`config.mk`:
```
export PLATFORM = sky130hd
export DESIGN_NAME = ips_top
export DESIGN_NICKNAME = d
export VERILOG_FILES = /design/src/logic/ips_pkg.sv /design/src/logic/ips_top.sv /design/src/logic/ips_sel_bit.sv
export SDC_FILE = /design/constraint.sdc
export NUM_CORES = 1
export LEC_CHECK = 0
export ABC_AREA = 1
export BUFFER_PORTS_ARGS = -buffer_cell sky130_fd_sc_hd__buf_2
export CAP_MARGIN = 20
export CORE_MARGIN = 2
export CORE_UTILIZATION = 43
export CTS_BUF_LIST = sky130_fd_sc_hd__clkbuf_8
export DETAILED_ROUTE_END_ITERATION = 10
export GPL_ROUTABILITY_DRIVEN = 0
export PLACE_DENSITY = 0.79
export SLEW_MARGIN = 30
export SYNTH_ARGS = -nofsm -noshare
export SYNTH_HDL_FRONTEND = slang
export SYNTH_SLANG_ARGS = --single-unit
```
`constraint.sdc`:
```
create_clock -name CLK -period 0.8 [get_ports CLK]
set_input_delay 0.04 -clock CLK [delete_from_list [all_inputs] [get_ports CLK]]
set_output_delay 0.04 -clock CLK [all_outputs]
set_load 0.005 [all_outputs]
```
`src/logic/ips_pkg.sv`:
```
// Constants shared by the interrupt priority select block
package ips_pkg;

   // ----------------------------------------------------------------
   // Register geometry
   // ----------------------------------------------------------------
   localparam int          IPS_REG_W     = 8;
   localparam int          IPS_NUM_SRC   = 5;
   localparam logic [7:0]  IPS_RESET_VAL = 8'h00;

   // ----------------------------------------------------------------
   // Field positions inside the priority byte
   // ----------------------------------------------------------------
   localparam int          IPS_BIT_CMP   = 5;
   localparam int          IPS_BIT_CNT   = 4;
   localparam int          IPS_BIT_DONE  = 3;
   localparam int          IPS_BIT_WIN   = 2;
   localparam int          IPS_BIT_RSVD  = 1;
   localparam int          IPS_BIT_SMB   = 0;

   // Source index to register bit position
   localparam int          IPS_SRC_POS [IPS_NUM_SRC] = '{
      IPS_BIT_SMB, IPS_BIT_WIN, IPS_BIT_DONE, IPS_BIT_CNT, IPS_BIT_CMP};

   // Encoding of one select bit
   typedef enum logic
   {
      IPS_LVL_LOW  = 1'b0,
      IPS_LVL_HIGH = 1'b1
   } ips_level_t;

endpackage : ips_pkg

```
`src/logic/ips_top.sv`:
```
// Interrupt priority select register with level-sorted request outputs
`timescale 1ns/10ps
module ips_top
   import ips_pkg::*;
#(
   parameter int NUM_SRC = IPS_NUM_SRC
)
(
   input  wire logic             CLK,
   input  wire logic             RST_N,
   input  wire logic             WR_STB,
   input  wire logic [7:0]       WR_DATA,
   output logic      [7:0]       RD_DATA,
   output logic                  RSVD_WR_ERR,
   input  wire logic             CMP_ZERO_REQ,
   input  wire logic             COUNTER_ARRAY_REQ,
   input  wire logic             CONV_DONE_REQ,
   input  wire logic             CONV_WINDOW_REQ,
   input  wire logic             SMBUS_REQ,
   output logic                  CMP_ZERO_PRIO_SEL,
   output logic                  COUNTER_ARRAY_PRIO_SEL,
   output logic                  CONV_DONE_PRIO_SEL,
   output logic                  CONV_WINDOW_PRIO_SEL,
   output logic                  SMBUS_PRIO_SEL,
   output logic [NUM_SRC-1:0]    HI_PEND,
   output logic [NUM_SRC-1:0]    LO_PEND
);

   // ----------------------------------------------------------------
   // Elaboration check
   // ----------------------------------------------------------------
   generate
      if (NUM_SRC != IPS_NUM_SRC)
      begin : g_bad_num
         $error("NUM_SRC must equal the number of priority fields");
      end
   endgenerate

   // ----------------------------------------------------------------
   // Declarations
   // ----------------------------------------------------------------
   ips_level_t                sel_reg [NUM_SRC];
   logic [NUM_SRC-1:0]        sel_vec;
   logic [NUM_SRC-1:0]        req_vec;
   logic [IPS_REG_W-1:0]      rd_next;
   logic                      rsvd_err_next;

   // Request inputs gathered by source index
   assign req_vec = {CMP_ZERO_REQ, COUNTER_ARRAY_REQ, CONV_DONE_REQ,
                     CONV_WINDOW_REQ, SMBUS_REQ};

   // ----------------------------------------------------------------
   // Select bits, one cell per source
   // ----------------------------------------------------------------
   generate
      for (genvar i = 0; i < NUM_SRC; i++)
      begin : g_sel
         // Each cell stores its own bit of the written byte
         ips_sel_bit #(
            .RESET_LVL (IPS_LVL_LOW)
         ) u_bit (
            .clk       (CLK),
            .rst_n     (RST_N),
            .wr_en     (WR_STB),
            .wr_bit    (WR_DATA[IPS_SRC_POS[i]]),
            .sel_reg   (sel_reg[i])
         );
         assign sel_vec[i] = sel_reg[i];
      end
   endgenerate

   // ----------------------------------------------------------------
   // Level outputs to the interrupt handler
   // ----------------------------------------------------------------
   // Straight copies of the stored bits, 1 meaning high level
   assign CMP_ZERO_PRIO_SEL      = sel_vec[4];
   assign COUNTER_ARRAY_PRIO_SEL = sel_vec[3];
   assign CONV_DONE_PRIO_SEL     = sel_vec[2];
   assign CONV_WINDOW_PRIO_SEL   = sel_vec[1];
   assign SMBUS_PRIO_SEL         = sel_vec[0];

   // ----------------------------------------------------------------
   // Read-back image
   // ----------------------------------------------------------------
   // Reserved bit and the unlisted upper bits read as zero
   always_comb
   begin
      rd_next = IPS_RESET_VAL;
      for (int k = 0; k < NUM_SRC; k++)
      begin
         rd_next[IPS_SRC_POS[k]] = sel_vec[k];
      end
      rd_next[IPS_BIT_RSVD] = 1'b0;
   end

   // Read data register
   always_ff @(posedge CLK or negedge RST_N)
   begin
      if (!RST_N)
      begin
         RD_DATA <= IPS_RESET_VAL;
      end
      else
      begin
         RD_DATA <= rd_next;
      end
   end

   // ----------------------------------------------------------------
   // Reserved-bit misuse flag
   // ----------------------------------------------------------------
   // Pulses for one cycle when software writes a 1 to the reserved bit
   assign rsvd_err_next = WR_STB & WR_DATA[IPS_BIT_RSVD];

   always_ff @(posedge CLK or negedge RST_N)
   begin
      if (!RST_N)
      begin
         RSVD_WR_ERR <= 1'b0;
      end
      else
      begin
         RSVD_WR_ERR <= rsvd_err_next;
      end
   end

   // ----------------------------------------------------------------
   // Requests sorted by level
   // ----------------------------------------------------------------
   // High level when the select bit is set, low level otherwise
   always_ff @(posedge CLK or negedge RST_N)
   begin
      if (!RST_N)
      begin
         HI_PEND <= '0;
         LO_PEND <= '0;
      end
      else
      begin
         HI_PEND <= req_vec & sel_vec;
         LO_PEND <= req_vec & ~sel_vec;
      end
   end
endmodule : ips_top

```
`src/logic/ips_sel_bit.sv`:
```
// One priority select flip-flop with write strobe
`timescale 1ns/10ps
module ips_sel_bit
   import ips_pkg::*;
#(
   parameter ips_level_t RESET_LVL = IPS_LVL_LOW
)
(
   input  wire logic clk,
   input  wire logic rst_n,
   input  wire logic wr_en,
   input  wire logic wr_bit,
   output ips_level_t sel_reg
);

   // ----------------------------------------------------------------
   // Storage
   // ----------------------------------------------------------------
   ips_level_t sel_next;

   // Next value: new bit on a write, else hold
   always_comb
   begin
      sel_next = sel_reg;
      if (wr_en)
      begin
         sel_next = ips_level_t'(wr_bit);
      end
   end

   // Register with asynchronous clear
   always_ff @(posedge clk or negedge rst_n)
   begin
      if (!rst_n)
      begin
         sel_reg <= RESET_LVL;
      end
      else
      begin
         sel_reg <= sel_next;
      end
   end

endmodule : ips_sel_bit

```
# --- Yosys cells after proc, flatten, opt, wreduce, memory -nomap -nowiden ---
# Index checks and enable logic that the tools add are counted.
word_totals:
  ff_bits: 21
  input_bits: 16
  output_inout_bits: 24
  elab_cells: 13
op_classes:
  bitwise: 4
ops:
  columns: ["op", "n"]
  rows:
  - ["5-bit AND", 2]
  - ["5-bit NOT", 1]
  - ["1-bit AND", 1]

# --- Depth between registers and ports, before layout ---
# Gate-level depths: netlist (run 1).
depth:
  word_depth: 2
  depth_mapped: 3
  mapped_depth_nobuf: 3

# --- Cells and area by module ---
# From an unflattened synthesis (run 1), not the netlist that was laid out.
hier_totals:
  cells_unflattened: 67
  area_unflattened_um2: 721.9
modules_own_cells:
  columns: ["module", "n_inst", "cells_per_inst", "area_per_inst_um2", "seq_area_each_um2"]
  rows:
  - ["ips_top", 1, 42, 521.8, 400.4]
  - ["ips_sel_bit", 5, 5, 40.0, 25.0]

# --- Least setup slack after synthesis (run 1) ---
# No wires, ideal clock.
synth_timing:
  kind: "reg2reg"
  start: "reg, netlist name g_sel[0].u_bit.sel_reg"
  end: "reg g_sel[0].u_bit.sel_reg"
  setup_time_ns: 0.117
  arrival_time_ns: 0.507
  required_time_ns: 0.683
  path_slack_ns: 0.176
  stages_incl_launch_ff: 3
  path_buffers: 0
  period_less_slack_ns: 0.624
  cell_sequence: "dfrtp_1 > nand2_1 > nand2_1"
synth_lines:
  columns: ["item", "line", "source"]
  rows:
  - ["to (signal assigned)", "ips_sel_bit.sv:40", "sel_reg <= sel_next;"]
  - ["to (decl)", "ips_sel_bit.sv:13", "output ips_level_t sel_reg"]

# --- Worst setup path after layout (run 1) ---
layout_timing:
  start: "reg g_sel[0].u_bit.sel_reg"
  end: "out SMBUS_PRIO_SEL"
layout_lines:
  columns: ["item", "line", "source"]
  rows:
  - ["to (decl)", "ips_top.sv:24", "output logic SMBUS_PRIO_SEL,"]
# No word-level cell between the ends.

==> results by group, run 1 <==
Die
  – Starting Density: 46.1%
  – Die Width: 44.2 um
  – DIE AREA: 1950 um2
  – Boundary Pins: 40
  – Core Footprint: 1510 um2
  – Die Y: 44.2 um
  – Rows: 14

Clocking
  – H-tree depth: 1
  – CTS root buf: clkbuf_8
  – Clock sink count: 21
  – TritonCTS clock tree: done
  – Worst-path clk slew: 0.07 ns
  – TritonCTS Buffers: 3
  – Clk_lat worst skew: 0.26 ns
  – Maximum buffer depth of the clock tree: 2

GRT
  – Total GRT Usage: 16.0%
  – Largest net degree at the start of global routing: 22
  – Initial antenna violation count: 0
  – Overflow after GRT: 0
  – First-pass GRT wire length: 2.12 mm
  – Vias in the first global route: 496

Critical path
  – Critical Path Source Type: flip-flop
  – Data arrival, critical path: 0.77 ns
  – CP Buf/Inv Count: 1
  – Ordered cell list for the critical path: buf_2
  – Critical path data required time: 0.76 ns
  – Worst path max stage delay: 0.38 ns
  – Reg-to-reg setup timing slack: 0.07 ns
  – Crit path max-delay family: flip-flops
  – Critical Path End Type: output pin
  – CP max FO: 2
  – Slowest-stage cell, CP: dfrtp_1
  – Worst Setup Path Type: reg2out

Pwr
  – Power Dens Cells: 2000 nW/um2
  – Total power draw: 0.00214 W
  – Worst IR Drop VDD: 0.968 mV
  – Leakage power: 0.665 nW

Finish
  – ANT cells: 0
  – Layout net count: 134
  – Fill count: 119
  – Post-route cell area: 1070 um2
  – FF+latch area: 526 um2
  – Layout area overhead: 54.6%
  – Multi-input gate area: 109 um2
  – Layout cells sized above 1: 37.6%
  – Core Util, Final: 71.3%

Place
  – Placed cell areas: 870 um2
  – Half-perimeter wire length after placement: 857 um
  – I/O Buffers: 34

Timing
  – Slew Viols, Final: 0
  – RSZ-0062 raised after global routing: true
  – Final setup vio count: 5
  – Setup Skew: 0.00140 ns
  – Final min period: 0.807 ns
  – Highest Clock Rate: 1.24 GHz
  – Final hold vios: 0
  – Final period util: 101%
  – Worst Slack Setup Final: -0.00745 ns

Detailed routing
  – DR vias: 551
  – Post-Route WL: 1.34 mm
  – First DRT Iteration DRCs: 8
  – TritonRoute pass-1 iters: 4
  – Antenna viol nets, final: 0
  – Routed length per instance: 10.1 um
  – Vias per inst: 4.14
  – DRC Markers: 0

Logic synthesis
  – Yosys top cell area share: 75.7%
  – Synth warn: 0
  – Post-synthesis register bit count: 21
  – Mapped Cells: 63
  – Post-Syn Area: 694 um2
  – Yosys cell types: 7
  – Area contributors post-synth: dfrtp_1, nand2_1, inv_1
  – Synth Area per Inst: 11.0 um2
  – Register area share after synthesis: 75.7%
  – Leading area contributor after synthesis: dfrtp_1

Status
  – Status: finished with violations
  – Failing checks: setup timing

Run
  – Number of max-cap violations: 0

Min path
  – Hold Path Class: in2reg
==> worst register-to-register path, stage by stage (launching register included) <==
cell and delay (ns):
dfrtp_1 0.38, buf_4 0.15, nand2_1 0.06, nand2_1 0.04
==> synth_stat cells <==
cell type / n
inv_2: 1
nand2_1: 21
buf_4: 3
dfrtp_1: 21
nor2_1: 5
inv_1: 11
conb_1: 1
==> report_power, final <==
group | internal, W | switching [W] | leakage, nW
clock network | 0.000347 | 0.000332 | 0.0255
logic | 0.000164 | 0.000136 | 0.376
registers | 0.00114 | 0.0000238 | 0.263
total | 0.00165 | 0.000492 | 0.665
==> through the flow <==
stage | std cells | setup slack [ns] | hold WS, ns | setup TNS [ns]
detailed placement | 112 | 0.161 | 0.00616 | 0
CTS | 133 | -0.00909 | 0.0574 | -0.0282
floorplan | 65 | 0.176 | -0.256 | 0
global route | 133 | -0.0414 | 0.0808 | -0.225
global placement | 112 | 0.169 | -0.000366 | 0
finish | 133 | -0.00745 | 0.0546 | -0.0258
==> layout make-up <==
cell class	count	share of cell area, %
sequential	21	49.0
timing repair buffer	51	30.5
multi-input combinational	29	10.1
inverter	12	4.20
clock buffer	3	3.85
tap	16	1.86
clock inverter	1	0.466
==> cell usage in the layout (no fill, tap or decap) <==
master         Yosys  routed
buf_2              0      34
buf_4              3       5
clkbuf_8           0       3
clkinv_2           0       1
conb_1             1       3
dfrtp_1           21      21
dlygate4sd3_1      0      12
inv_1             11      11
inv_2              1       1
nand2_1           21      21
nor2_1             5       5
==> cell families (layout without fill, tap and decap cells) <==
group                  count (synthesis)  after routing  share of synthesized area, %
AND/OR/NAND/NOR                       26             26                          14.1
buffers and inverters                 15             67                          9.73
other                                  1              3                         0.540
flip-flops                            21             21                          75.7
==> path summary, 6_finish.rpt <==
kind | startpoint | endpoint | cells after the start
worst min-delay path | WR_STB | RSVD_WR_ERR | 3
worst max-delay path | g_sel[0].u_bit.sel_reg | SMBUS_PRIO_SEL | 1
min in group asynchronous | RST_N | RD_DATA[5] | 2
max in group asynchronous | RST_N | g_sel[0].u_bit.sel_reg | 2
worst min register to register | g_sel[1].u_bit.sel_reg | RD_DATA[2] | 1
worst max register to register | g_sel[0].u_bit.sel_reg | g_sel[0].u_bit.sel_reg | 3
==> metal layers <==
layer  up-vias  track usage (%)  wire (um)
met3         5             3.67         88
met5         -                0          0
met4         0             10.9         44
li1        279                -          -
met1       241             18.2        503
met2        26             26.8        707
==> timing repair <==
| action | 4_1_cts | 5_1_grt |
|---|---|---|
| gates resized for setup | 0 | 0 |
| endpoints found under the hold margin | 35 | 0 |
| hold buffers | 12 | 0 |
| setup endpoints to repair | 5 | 14 |
| buffers inserted | 5 | 0 |
(Power assumes the default switching activity.)
==> inputs of run 2 (changes only) <==
- CTS_CLUSTER_SIZE: unset -> 40
- PLACE_DENSITY: 0.79 -> 0.75
==> run 2 against run 1 <==
The run still ends with setup timing left. Clock skew rose by 0.0044 ns. Count of clock-buffer cells in the layout did not move. Maximum frequency rose by 0.56%. Sequential share of layout area rose by 0.52 points. Total power fell by 2.3%. Hold slack got worse by 0.047 ns. First-iteration DRC count fell by 75%. Global-route usage fell by 2.1 points. Worst setup slack improved by 0.0045 ns. Sequential power barely moved. Utilization fell by 0.75 points. Final area fell by 1.0%. Critical path type unchanged. Critical endpoint unchanged. Highest routed layer unchanged.
==> results by group, run 2 (synthesis gave the netlist of run 1 again) <==
Status
  – Status: finished with violations
  – Failing checks: setup timing

Clocking
  – Clock sink count: 21
  – CTS root buf: clkbuf_8
  – CTS-repair resized insts: 0
  – Worst-path clk slew: 0.06 ns
  – TritonCTS clock tree: done
  – TritonCTS Buffers: 3
  – Clk_lat worst skew: 0.25 ns
  – H-tree depth: 1
  – Maximum buffer depth of the clock tree: 2

Die
  – Die Width: 44.2 um
  – DIE AREA: 1950 um2
  – Die Y: 44.2 um
  – Starting Density: 46.1%
  – Rows: 14
  – Core Footprint: 1510 um2
  – Boundary Pins: 40

Detailed routing
  – Met2 Wirelength: 653 um
  – Post-Route WL: 1.28 mm
  – DRC Markers: 0
  – DR vias: 530
  – Antenna viol nets, final: 0
  – WL met3: 80 um
  – Wl on met1: 532 um
  – First DRT Iteration DRCs: 2
  – TritonRoute pass-1 iters: 2
  – Routed length per instance: 9.70 um
  – DR top layer: met4
  – Vias per inst: 4.02

GRT
  – Vias in the first global route: 456
  – Overflow after GRT: 0
  – First-pass GRT wire length: 1.87 mm
  – Largest net degree at the start of global routing: 22
  – Initial antenna violation count: 0
  – Total GRT Usage: 14.0%

Critical path
  – Worst path max stage delay: 0.39 ns
  – Worst Setup Path Type: reg2out
  – CP max FO: 2
  – Ordered cell list for the critical path: buf_2
  – Crit path max-delay family: flip-flops
  – CP Buf/Inv Count: 1
  – Critical Path Source Type: flip-flop
  – Slowest-stage cell, CP: dfrtp_1
  – Critical Path End Type: output pin
  – Critical path data required time: 0.76 ns
  – Data arrival, critical path: 0.76 ns

Timing
  – Final hold vios: 0
  – Final period util: 100%
  – Slew Viols, Final: 0
  – Final min period: 0.803 ns
  – Highest Clock Rate: 1.25 GHz
  – Setup Skew: 0.00575 ns
  – Final setup vio count: 1
  – Hold WS: 0.00713 ns
  – Worst Slack Setup Final: -0.00293 ns
  – RSZ-0062 raised after global routing: true

Finish
  – ANT cells: 0
  – Layout area overhead: 53.0%
  – Layout cells sized above 1: 37.1%
  – Commonest non-fill, non-tap cell in the layout: buf_2
  – Fill count: 114
  – Post-route insts no fill: 132
  – Layout net count: 133
  – Most frequent cells in the layout: buf_2, dfrtp_1, nand2_1
  – Core Util, Final: 70.5%

Pwr
  – Power Dens Cells: 1970 nW/um2
  – Leakage power: 0.662 nW
  – Worst IR Drop VDD: 1.07 mV
  – Combinational power share: 14.1%
  – Switching Fraction: 21.6%
  – Sequential power share: 55.6%
  – Clock power frac: 30.3%
  – P_int: 0.00164 W
  – Sw Pwr: 0.000452 W

Place
  – Worst slack, placed: 0.139 ns
  – Placed cell count: 112
  – Half-perimeter wire length after placement: 774 um
  – I/O Buffers: 34

Run
  – Number of max-cap violations: 0

Min path
  – Hold Path Class: in2reg
[run 2: changes by cell type in the layout (fill, tap and decap cells not counted)]
cell,before,now
clkinv_2,1,0
inv_1,11,12
dlygate4sd3_1,12,11
[run 2: path summary, 6_finish.rpt]
kind | start | end | slack [ns] | cells after the start
worst max-delay path | g_sel[0].u_bit.sel_reg | SMBUS_PRIO_SEL | -0.003 | 1
worst min register to register | g_sel[4].u_bit.sel_reg | RD_DATA[5] | 0.49 | 1
min in group asynchronous | RST_N | LO_PEND[2] | 0.26 | 2
max in group asynchronous | RST_N | g_sel[4].u_bit.sel_reg | 0.23 | 2
worst min-delay path | WR_DATA[5] | g_sel[4].u_bit.sel_reg | 0.007 | 3
worst max register to register | g_sel[0].u_bit.sel_reg | g_sel[0].u_bit.sel_reg | 0.06 | 3
[run 2: timing repair]
item	in CTS	in global routing
buffers inserted	5	0
gates cloned	0	0
setup endpoints to repair	5	9
pin swaps	0	0
hold buffers	11	0
hold endpoints to repair	35	0
[run 2: per-stage QoR]
step	setup TNS [ns]	cell area, um2	power [W]
after floorplan	0	702	0.00127
after CTS	-0.0170	1060	0.00212
after detailed placement	0	870	0.00141
after global placement	0	870	0.00140
final	-0.00293	1060	0.00210
after global routing	-0.136	1060	0.00220
[run 2: area by class of cell]
class | instances | area [um2] | share of cell area, %
tap | 16 | 20.0 | 1.88
multi-input combinational | 29 | 109 | 10.2
sequential | 21 | 526 | 49.5
timing repair buffer | 50 | 318 | 29.9
clock inverter | 1 | 3.75 | 0.353
inverter | 12 | 45.0 | 4.24
clock buffer | 3 | 41.3 | 3.89
[run 2: per-layer routing]
layer  track usage, %  vias up
met5                0        -
met4             9.09        0
met3             2.45        2
met2             24.4       23
met1             15.5      228
li1                 -      277
[run 2: power by group through the flow]
stage	clock network [W]	logic, W	registers, W
final	0.000634	0.000296	0.00117
after global routing	0.000694	0.000334	0.00117
after CTS	0.000653	0.000300	0.00116
after detailed placement	0	0.000207	0.00120
after global placement	0	0.000202	0.00120
after floorplan	0	0.0000607	0.00121
